--- config.mk ---
export PLATFORM = sky130hd
export DESIGN_NAME = sdadc_top
export DESIGN_NICKNAME = d
export VERILOG_FILES = /design/src/logic/sdadc_pkg.sv /design/src/logic/sdadc_word_if.sv /design/src/logic/sdadc_shift.sv /design/src/logic/sdadc_top.sv
export SDC_FILE = /design/constraint.sdc
export NUM_CORES = 1
export LEC_CHECK = 0
export ABC_CLOCK_PERIOD_IN_PS = 2500
export BUFFER_PORTS_ARGS = -buffer_cell sky130_fd_sc_hd__buf_2
export CORE_MARGIN = 8
export CORE_UTILIZATION = 61
export DETAILED_ROUTE_END_ITERATION = 10
export GPL_TIMING_DRIVEN = 0
export PLACE_DENSITY = 0.78
export SYNTH_ARGS = -nofsm -noshare
export SYNTH_HDL_FRONTEND = slang
export SYNTH_HIERARCHICAL = 1
export SYNTH_SLANG_ARGS = --single-unit
--- constraint.sdc ---
create_clock -name clk -period 2.5 [get_ports clk]
set_input_delay 0.375 -clock clk [delete_from_list [all_inputs] [get_ports clk]]
set_output_delay 0.375 -clock clk [all_outputs]
set_load 0.02 [all_outputs]
--- src/logic/sdadc_pkg.sv ---
package sdadc_pkg;
    localparam int WORD_W = 20;
    localparam int CLK_HZ = 25000000;
    // nominal master clock of the converter
    localparam int MCLK_HZ = 4096000;
    localparam int RATE_HZ = 4000;
    // output word period in master clocks (mclk/1024)
    localparam int WORD_DIV = MCLK_HZ / RATE_HZ;
    localparam logic [9:0] WORD_DIV_LAST = 10'(WORD_DIV - 1);
    localparam logic [2:0] LOAD_CYC = 3'h4;
    localparam logic [2:0] CAL_MIN = 3'h4;
    localparam logic [4:0] BIT_LAST = 5'h13;
    localparam logic [11:0] CAL_CYC = 12'h800;
    localparam logic [1:0] SCLK_PHASE_HI = 2'h3;
    localparam logic [WORD_W-1:0] BIPOLAR_FLIP = 20'h80000;
    typedef enum logic [1:0] {
        SDADC_IDLE = 2'b00,
        SDADC_SHIFT = 2'b01,
        SDADC_DONE = 2'b10
    } sdadc_tx_t;
    typedef enum logic [1:0] {
        SDADC_RUN = 2'b00,
        SDADC_HELD = 2'b01,
        SDADC_TRIM = 2'b10
    } sdadc_cal_t;
endpackage

--- src/logic/sdadc_word_if.sv ---
`timescale 1ns/10ps
interface sdadc_word_if;
    logic load;
    logic [19:0] word;
    logic busy;
    modport src (output load, output word, input busy);
    modport dst (input load, input word, output busy);
endinterface

--- src/logic/sdadc_shift.sv ---
`timescale 1ns/10ps
// serial shifter: external clocked or self clocked, msb first
module sdadc_shift (
    input wire logic clk,
    input wire logic rst_b,
    sdadc_word_if.dst wif,
    input wire logic self_clocked_mode,
    input wire logic chip_select_n,
    input wire logic sclk_in,
    output logic serial_out,
    output logic serial_out_oe,
    output logic sclk_out,
    output logic sclk_oe,
    output logic word_done
);
    typedef struct packed {
        sdadc_pkg::sdadc_tx_t st;
        logic [19:0] sh;
        logic [4:0] cnt;
        logic [1:0] ph;
        logic sclk_d;
        logic sclk_o;
        logic oe;
        logic done;
    } sdadc_sh_t;
    sdadc_sh_t s_r, s_nxt;
    logic fall;
    always_comb begin
        s_nxt = s_r;
        s_nxt.done = 1'b0;
        s_nxt.sclk_d = sclk_in;
        fall = 1'b0;
        case (s_r.st)
            sdadc_pkg::SDADC_IDLE: begin
                s_nxt.oe = 1'b0;
                s_nxt.sclk_o = 1'b0;
                if (!chip_select_n && wif.load) begin
                    s_nxt.st = sdadc_pkg::SDADC_SHIFT;
                    s_nxt.sh = wif.word;
                    s_nxt.cnt = '0;
                    s_nxt.ph = '0;
                    s_nxt.oe = 1'b1;
                end
            end
            sdadc_pkg::SDADC_SHIFT: begin
                if (self_clocked_mode) begin
                    s_nxt.ph = s_r.ph + 2'h1;
                    s_nxt.sclk_o = (s_r.ph == (sdadc_pkg::SCLK_PHASE_HI - 2'h1));
                    fall = (s_r.ph == sdadc_pkg::SCLK_PHASE_HI);
                end else begin
                    fall = s_r.sclk_d && !sclk_in;
                    // host clock resting low: no bit in flight, so a release floats at once
                    if (chip_select_n && !s_r.sclk_d && !sclk_in) begin
                        s_nxt.st = sdadc_pkg::SDADC_IDLE;
                        s_nxt.oe = 1'b0;
                    end
                end
                if (fall) begin
                    s_nxt.sh = {s_r.sh[18:0], 1'b0};
                    s_nxt.cnt = s_r.cnt + 5'h1;
                    if (s_r.cnt == sdadc_pkg::BIT_LAST) begin
                        s_nxt.st = sdadc_pkg::SDADC_DONE;
                        s_nxt.done = 1'b1;
                    end else if (chip_select_n) begin
                        s_nxt.st = sdadc_pkg::SDADC_IDLE;
                        s_nxt.oe = 1'b0;
                    end
                end
            end
            default: begin
                s_nxt.oe = 1'b0;
                s_nxt.sclk_o = 1'b0;
                if (chip_select_n) begin
                    s_nxt.st = sdadc_pkg::SDADC_IDLE;
                end
            end
        endcase
    end
    always_ff @(posedge clk) begin
        if (!rst_b) begin
            s_r <= '0;
        end else begin
            s_r <= s_nxt;
        end
    end
    assign serial_out = s_r.sh[19];
    assign serial_out_oe = s_r.oe;
    assign sclk_out = s_r.sclk_o;
    assign sclk_oe = self_clocked_mode;
    assign word_done = s_r.done;
    assign wif.busy = (s_r.st == sdadc_pkg::SDADC_SHIFT);
    a_sclk_duty: assert property (@(posedge clk) disable iff (!rst_b)
        s_r.sclk_o |=> !s_r.sclk_o) else $error("sclk high longer than one cycle");
    a_float_abort: assert property (@(posedge clk) disable iff (!rst_b)
        (s_r.st == sdadc_pkg::SDADC_IDLE) |-> !s_r.oe) else $error("output driven idle");
endmodule // sdadc_shift

--- src/logic/sdadc_top.sv ---
`timescale 1ns/10ps
//////////////////////////////////////////////////////////////////////////////
// Behaviour
// - sleep pin low stops conversion and word updates.
// - polarity pin low selects unipolar range, high selects bipolar range.
// - calibration request high over 4 clocks resets; calibration runs on fall.
// - calibration accepted any time; parameters kept for later conversions.
// - chip select low starts shifting in the chosen serial mode.
// - word valid flag low while a valid word is held.
// - word valid flag high once a complete word is sent.
// - word valid flag forced high four clocks while a new word loads.
// - shift clock direction by mode; self clocked runs at clock/4, 25% duty.
// - each result leaves as one 20-bit serial word.
// - output register refreshed at the fixed word rate.
// - mode low: external shift clock, coded word msb first; high: self clocked.
// - trim kind pins sampled on the calibration request rising edge.
// - chip select released early finishes the bit then floats the serial data output.
// - unipolar straight binary, bipolar offset binary.
//////////////////////////////////////////////////////////////////////////////
module sdadc_top (
    input wire logic clk,
    input wire logic rst_b,
    input wire logic sleep_n,
    input wire logic input_polarity_select,
    input wire logic cal_request,
    input wire logic [1:0] trim_kind_select,
    input wire logic serial_mode,
    input wire logic chip_select_n,
    input wire logic sclk_in,
    input wire logic [19:0] filter_result,
    output logic sclk_out,
    output logic sclk_oe,
    output logic serial_out,
    output logic serial_out_oe,
    output logic word_valid_n,
    output logic [1:0] trim_kind,
    output logic cal_busy,
    output logic standby
);
    typedef struct packed {
        sdadc_pkg::sdadc_cal_t cst;
        logic [9:0] div;
        logic [2:0] ldc;
        logic [2:0] calc;
        logic [11:0] trimc;
        logic [19:0] out_word;
        logic [1:0] kind;
        logic [19:0] trim_ofs;
        logic valid;
        logic cal_d;
        logic load;
        logic vn;
        logic sclk_o;
        logic sclk_e;
        logic sd_o;
        logic sd_e;
        logic busy_o;
        logic stby;
    } sdadc_top_st_t;
    sdadc_top_st_t t_r, t_nxt;
    sdadc_word_if wif ();
    logic sh_sd, sh_sde, sh_sclk, sh_sclke, sh_done;

    // raw result to output code; the filter delivers a two's complement value
    function automatic logic [19:0] code_of(input logic [19:0] raw, input logic bip);
        code_of = bip ? (raw ^ sdadc_pkg::BIPOLAR_FLIP) : raw;
    endfunction

    //////////////////////////////////////////////////////////////////////////
    always_comb begin
        t_nxt = t_r;
        t_nxt.cal_d = cal_request;
        t_nxt.load = 1'b0;
        t_nxt.stby = !sleep_n;
        if (cal_request && !t_r.cal_d) begin
            t_nxt.kind = trim_kind_select;
        end
        case (t_r.cst)
            sdadc_pkg::SDADC_RUN: begin
                t_nxt.calc = '0;
                if (cal_request) begin
                    t_nxt.cst = sdadc_pkg::SDADC_HELD;
                    // the first high cycle counts, so five high cycles are enough
                    t_nxt.calc = 3'h1;
                end
            end
            sdadc_pkg::SDADC_HELD: begin
                if (cal_request && t_r.calc <= sdadc_pkg::CAL_MIN) begin
                    t_nxt.calc = t_r.calc + 3'h1;
                end
                if (t_r.calc > sdadc_pkg::CAL_MIN) begin
                    // held long enough: device resets its word timing
                    t_nxt.div = '0;
                    t_nxt.valid = 1'b0;
                    t_nxt.ldc = '0;
                end
                if (!cal_request) begin
                    t_nxt.cst = (t_r.calc > sdadc_pkg::CAL_MIN) ? sdadc_pkg::SDADC_TRIM
                                                               : sdadc_pkg::SDADC_RUN;
                    t_nxt.trimc = '0;
                end
            end
            default: begin
                t_nxt.trimc = t_r.trimc + 12'h1;
                if (cal_request) begin
                    t_nxt.cst = sdadc_pkg::SDADC_HELD;
                    t_nxt.calc = 3'h1;
                end else if (t_r.trimc == sdadc_pkg::CAL_CYC) begin
                    // trim value kept for later conversions until the next calibration completes
                    t_nxt.trim_ofs = filter_result;
                    t_nxt.cst = sdadc_pkg::SDADC_RUN;
                end
            end
        endcase
        // word timer; halted in sleep, reset and calibration
        if (sleep_n && t_r.cst == sdadc_pkg::SDADC_RUN) begin
            if (t_r.div == sdadc_pkg::WORD_DIV_LAST) begin
                t_nxt.div = '0;
                t_nxt.ldc = sdadc_pkg::LOAD_CYC;
                // flag rises at the wrap so it stands high for the full load window
                t_nxt.valid = 1'b0;
            end else begin
                t_nxt.div = t_r.div + 10'h1;
            end
        end
        if (t_r.ldc != '0) begin
            t_nxt.ldc = t_r.ldc - 3'h1;
            t_nxt.valid = 1'b0;
            if (t_r.ldc == 3'h1) begin
                t_nxt.out_word = code_of(filter_result - t_r.trim_ofs,
                                         input_polarity_select);
                t_nxt.valid = 1'b1;
            end
        end else if (sh_done) begin
            t_nxt.valid = 1'b0;
        end
        // shifter is armed only while word valid is low and chip select is low
        t_nxt.load = t_r.valid && t_r.ldc == '0 && !chip_select_n && !wif.busy;
        t_nxt.vn = !(t_nxt.valid);
        t_nxt.sclk_o = sh_sclk;
        t_nxt.sclk_e = sh_sclke;
        t_nxt.sd_o = sh_sd;
        t_nxt.sd_e = sh_sde;
        t_nxt.busy_o = (t_nxt.cst != sdadc_pkg::SDADC_RUN);
    end
    always_ff @(posedge clk) begin
        if (!rst_b) begin
            t_r <= '0;
            t_r.vn <= 1'b1;
            t_r.cal_d <= 1'b1;
        end else begin
            t_r <= t_nxt;
        end
    end
    assign wif.load = t_r.load;
    assign wif.word = t_r.out_word;

    sdadc_shift u_shift (
        .clk(clk),
        .rst_b(rst_b),
        .wif(wif),
        .self_clocked_mode(serial_mode),
        .chip_select_n(chip_select_n),
        .sclk_in(sclk_in),
        .serial_out(sh_sd),
        .serial_out_oe(sh_sde),
        .sclk_out(sh_sclk),
        .sclk_oe(sh_sclke),
        .word_done(sh_done)
    );

    assign sclk_out = t_r.sclk_o;
    assign sclk_oe = t_r.sclk_e;
    assign serial_out = t_r.sd_o;
    assign serial_out_oe = t_r.sd_e;
    assign word_valid_n = t_r.vn;
    assign trim_kind = t_r.kind;
    assign cal_busy = t_r.busy_o;
    assign standby = t_r.stby;

    //////////////////////////////////////////////////////////////////////////
    a_load_gap: assert property (@(posedge clk) disable iff (!rst_b)
        (t_r.ldc == sdadc_pkg::LOAD_CYC) |-> word_valid_n [*4] ##1 !word_valid_n)
        else $error("word valid low during load");
    a_sleep_halt: assert property (@(posedge clk) disable iff (!rst_b)
        !sleep_n |=> $stable(t_r.div)) else $error("timer ran in sleep");
    a_done_clears: assert property (@(posedge clk) disable iff (!rst_b)
        (sh_done && t_r.ldc == '0) |=> ##1 word_valid_n)
        else $error("word valid stayed low after word");
    a_cal_reset: assert property (@(posedge clk) disable iff (!rst_b)
        (t_r.cst == sdadc_pkg::SDADC_HELD && t_r.calc > sdadc_pkg::CAL_MIN) |=> t_r.div == '0)
        else $error("timer not reset by calibration");
    a_trim_sample: assert property (@(posedge clk) disable iff (!rst_b)
        (cal_request && !t_r.cal_d) |=> ##1 trim_kind == $past(trim_kind_select, 2))
        else $error("trim kind not sampled");
    a_word_rate: assert property (@(posedge clk) disable iff (!rst_b)
        (t_r.ldc == sdadc_pkg::LOAD_CYC) |=> t_r.ldc != sdadc_pkg::LOAD_CYC [*8])
        else $error("word loads too close");
    a_sclk_dir: assert property (@(posedge clk) disable iff (!rst_b)
        ##1 (sclk_oe == $past(serial_mode)))
        else $error("shift clock direction wrong");
    a_float_out: assert property (@(posedge clk) disable iff (!rst_b)
        !sh_sde |=> !serial_out_oe) else $error("serial out not floated");
    c_word_sent: cover property (@(posedge clk) sh_done);
    c_cal_run: cover property (@(posedge clk) t_r.cst == sdadc_pkg::SDADC_TRIM);
    c_self_clk: cover property (@(posedge clk) sclk_out && sclk_oe);
endmodule // sdadc_top

==> metrics.txt <==
status=complete, no violations; Clock transition at path regs=0.06 ns; area share of the largest cell type after synthesis=39.6%; reg2reg setup slack=0.19 ns; minimum clock period after layout=2.31 ns; worst-path maximum fanout=3; Total GRT Usage=22.0%; sequential share of the synthesized area=39.6%; Final Non-Filler Cells=901; initial core utilization=63.0%; Port-buffer cells=38; largest family of logic cells by synthesized area=simple AND/OR/NAND/NOR gates; Hold EP=standby; Rel. slew slack=57.2%; Tightest Hold Check Type=in2reg; core area=9240 µm²; grt ovf=0; Layout Utilization=73.3%; initial drt markers=287; Mean Syn Cell Area=8.28 µm²; Root Buffer=clkbuf_8; syn nets=764; CTS tree=done; largest net degree at the start of global routing=17; YS warnings=6; latest clock arrival within the worst-skew pair=0.53 ns; Area growth, synth to finish=16.5%; crit path kind=reg2reg; Final period util=92.4%; Longest Clk Path Bufs=2; number of global-route vias before repair=5105; H-tree depth=4; final setup violation count=0; Hold Path Stages=2; Simple-Gate Fraction of Synth Area=22.2%; TritonCTS buffer count=17; Hold Crit Start=sleep_n; Residual DRC=0; flops & latches, synth=115; routed len/inst=15.4 µm; post-DP HPWL=9.57 mm; storage element area=2300 µm²; final antenna-violating net count=0; pwr dens=675 nW/µm²; antenna cells=0; Unique masters post-synth=59; Clock Skews=0.00757 ns; post-synthesis cell count=703; area of the multi-input gates=3180 µm²; Detailed Route WL=13.8 mm; unrepaired setup endpoints after global routing=false; endpoint class of the critical path=register; Req. time, crit path=2.91 ns; placed cells=870; overall die width=114 µm; I/O pins=39; Synth Area in Compound Gates=19.9%; CTS Sinks=115; first-pass GRT wire length=23.1 mm; Static Leak=2.65 nW; Max Freq=433 MHz; DR vias/cell=5.83; Filler Cells Inserted=696; Post-synth EDFFs=0; share of layout cells above drive strength 1=13.1%; fraction of registers with async set/reset=0%; DR pass1 iterations=5; Worst Path Arrival=2.72 ns; synth top area cells=dfxtp_1, a21oi_1, ha_1; Worst Tran Pin Value=0.643 ns; Die ar.=12900 µm²; reg2reg end=wif.word[16]; Max Cap Violations=0; Rows=35; Final GP Congestion=0.827; Nets=821; # hold bufs at CTS=0; DR vias=5251; crit path launch type=register; mux contribution to synthesized area=3.98%; Post-Synth XOR/XNOR Area=1.66%; Post-Synth Adder-Cell Area=6.80%; Synth area leader=dfxtp_1; maximum VDD drop=0.605 mV; R2R depth=9; Hold Vio Cnt, Final=0; Die Ht=114 µm; synthesized area=5820 µm²; Reg-to-Reg Start=t_r[10]; predominant post-synthesis flop cell=dfxtp_1; antenna violations before repair=0; final slew viol count=0
power by group:
part	leakage (nW)	switching, mW	internal [mW]
Combinational	1.43	0.175	0.100
Sequential	0.928	0.00511	1.84
Clock	0.289	0.835	1.61
Total	2.65	1.02	3.56
synth_stat cells, types with 5 or more instances:
cell,number
dfxtp_1,115
a21oi_1,83
nor2_1,67
nand3_1,54
nand2_1,53
inv_1,37
ha_1,30
o21ai_0,25
mux2i_1,22
a22oi_1,20
clkbuf_1,17
nor3_1,12
and2_1,11
nand2b_1,10
or3_1,10
a31oi_1,9
and3_1,8
a211oi_1,7
a21o_1,7
o211ai_1,7
buf_4,6
nand4_1,6
nor2b_1,6
xor2_1,6
buf_2,5
buf_6,5
nand3b_1,5
xnor2_1,5
worst max-delay path, cell delays in order, from the launching register on:
cell	delay, ns
dfxtp_1	0.31
ha_1	0.20
fa_1	0.39
nand2b_1	0.20
a21oi_1	0.19
o21ai_0	0.20
a211oi_2	0.29
o22ai_1	0.12
xor2_1	0.22
o21ai_1	0.08
worst max path at each step:
stage	slack (ns)	cells after the start	end	start
global placement	-0.14	11	wif.word[18]	filter_result[0]
finish	0.19	9	wif.word[16]	t_r[10]
global route	0.02	9	wif.word[14]	t_r[10]
floorplan	0.26	10	wif.word[18]	filter_result[0]
detailed placement	-0.16	11	wif.word[16]	filter_result[0]
CTS	0.06	9	wif.word[18]	t_r[10]
cell type report:
class                      count  share of cell area (%)
sequential                   115                    34.0
timing repair buffer          38                    2.81
clock buffer                  22                    6.98
multi-input combinational    514                    46.9
clock inverter                 9                    1.88
buffer                        35                    2.92
inverter                      39                    2.16
tap                          129                    2.38
layout by cell type, fill, tap and decap left out, types with 4 or more instances in the layout:
master | Yosys | layout
mux2i_1 | 22 | 22
o21ai_1 | 4 | 4
o21ai_0 | 25 | 25
nor3b_1 | 4 | 4
dfxtp_1 | 115 | 115
a21oi_1 | 83 | 83
buf_4 | 6 | 6
clkbuf_8 | 0 | 5
nand3_1 | 54 | 54
nor2b_1 | 6 | 6
nand2_1 | 53 | 53
xnor2_1 | 5 | 5
inv_1 | 37 | 37
a22oi_1 | 20 | 20
nand3b_1 | 5 | 5
buf_2 | 5 | 43
or2_2 | 4 | 4
ha_1 | 30 | 30
or3_1 | 10 | 10
clkbuf_1 | 17 | 18
and2_1 | 11 | 11
a211oi_1 | 7 | 6
nor3_1 | 12 | 12
nand4_1 | 6 | 6
nand2b_1 | 10 | 10
a21o_1 | 7 | 7
a31oi_1 | 9 | 9
and3_1 | 8 | 8
nor2_1 | 67 | 67
buf_6 | 5 | 5
o21a_1 | 4 | 4
o211ai_1 | 7 | 7
xor2_1 | 6 | 6
clkbuf_16 | 0 | 16
per-stage QoR:
stage	setup TNS [ns]	hold WS (ns)	setup WS [ns]	area (µm²)	total power, mW
after global routing	0	0.0400	0.0178	6780	4.71
after detailed placement	-0.425	0.448	-0.156	6170	2.16
after floorplan	0	0.424	0.263	5820	2.07
after global placement	-0.345	0.439	-0.136	6170	2.15
final	0	0.0429	0.191	6780	4.57
after CTS	0	0.0285	0.0614	6770	4.59
what timing repair did:
item                                    4_1_cts  5_1_grt
buffers inserted                              0        0
hold endpoints to repair                      0        0
endpoints found under the setup margin        0        3
resized for setup                             0        1
layer usage:
layer	share of wire (%)	up-vias	track usage (%)	routed length, µm
li1	-	2616	-	-
met4	1.5	0	9.50	208
met2	48	156	36.8	6600
met5	0	-	0	0
met1	46	2458	26.4	6380
met3	4.7	21	5.07	656
state kept, by name (all words and copies together), names as in the netlist:
name and count:
u_shift/word_done 1, u_shift/sclk_out 1, t_r 52, serial_out 1, sclk_out 1, word_valid_n 1, trim_kind 2, u_shift/serial_out 1
cal_busy 1, u_shift/s_r 29, u_shift/serial_out_oe 1, standby 1, wif.word 20, wif.load 1, sclk_oe 1, serial_out_oe 1
cell families (layout without fill, tap and decap cells):
family          after synthesis  after routing
fa+ha+maj                    31             31
simple gates                261            261
flops                       115            115
compound gates              188            188
mux                          23             23
xor+xnor                     11             11
buf+inv                      74            143
No activity file was read; power rests on OpenSTA's default activity.
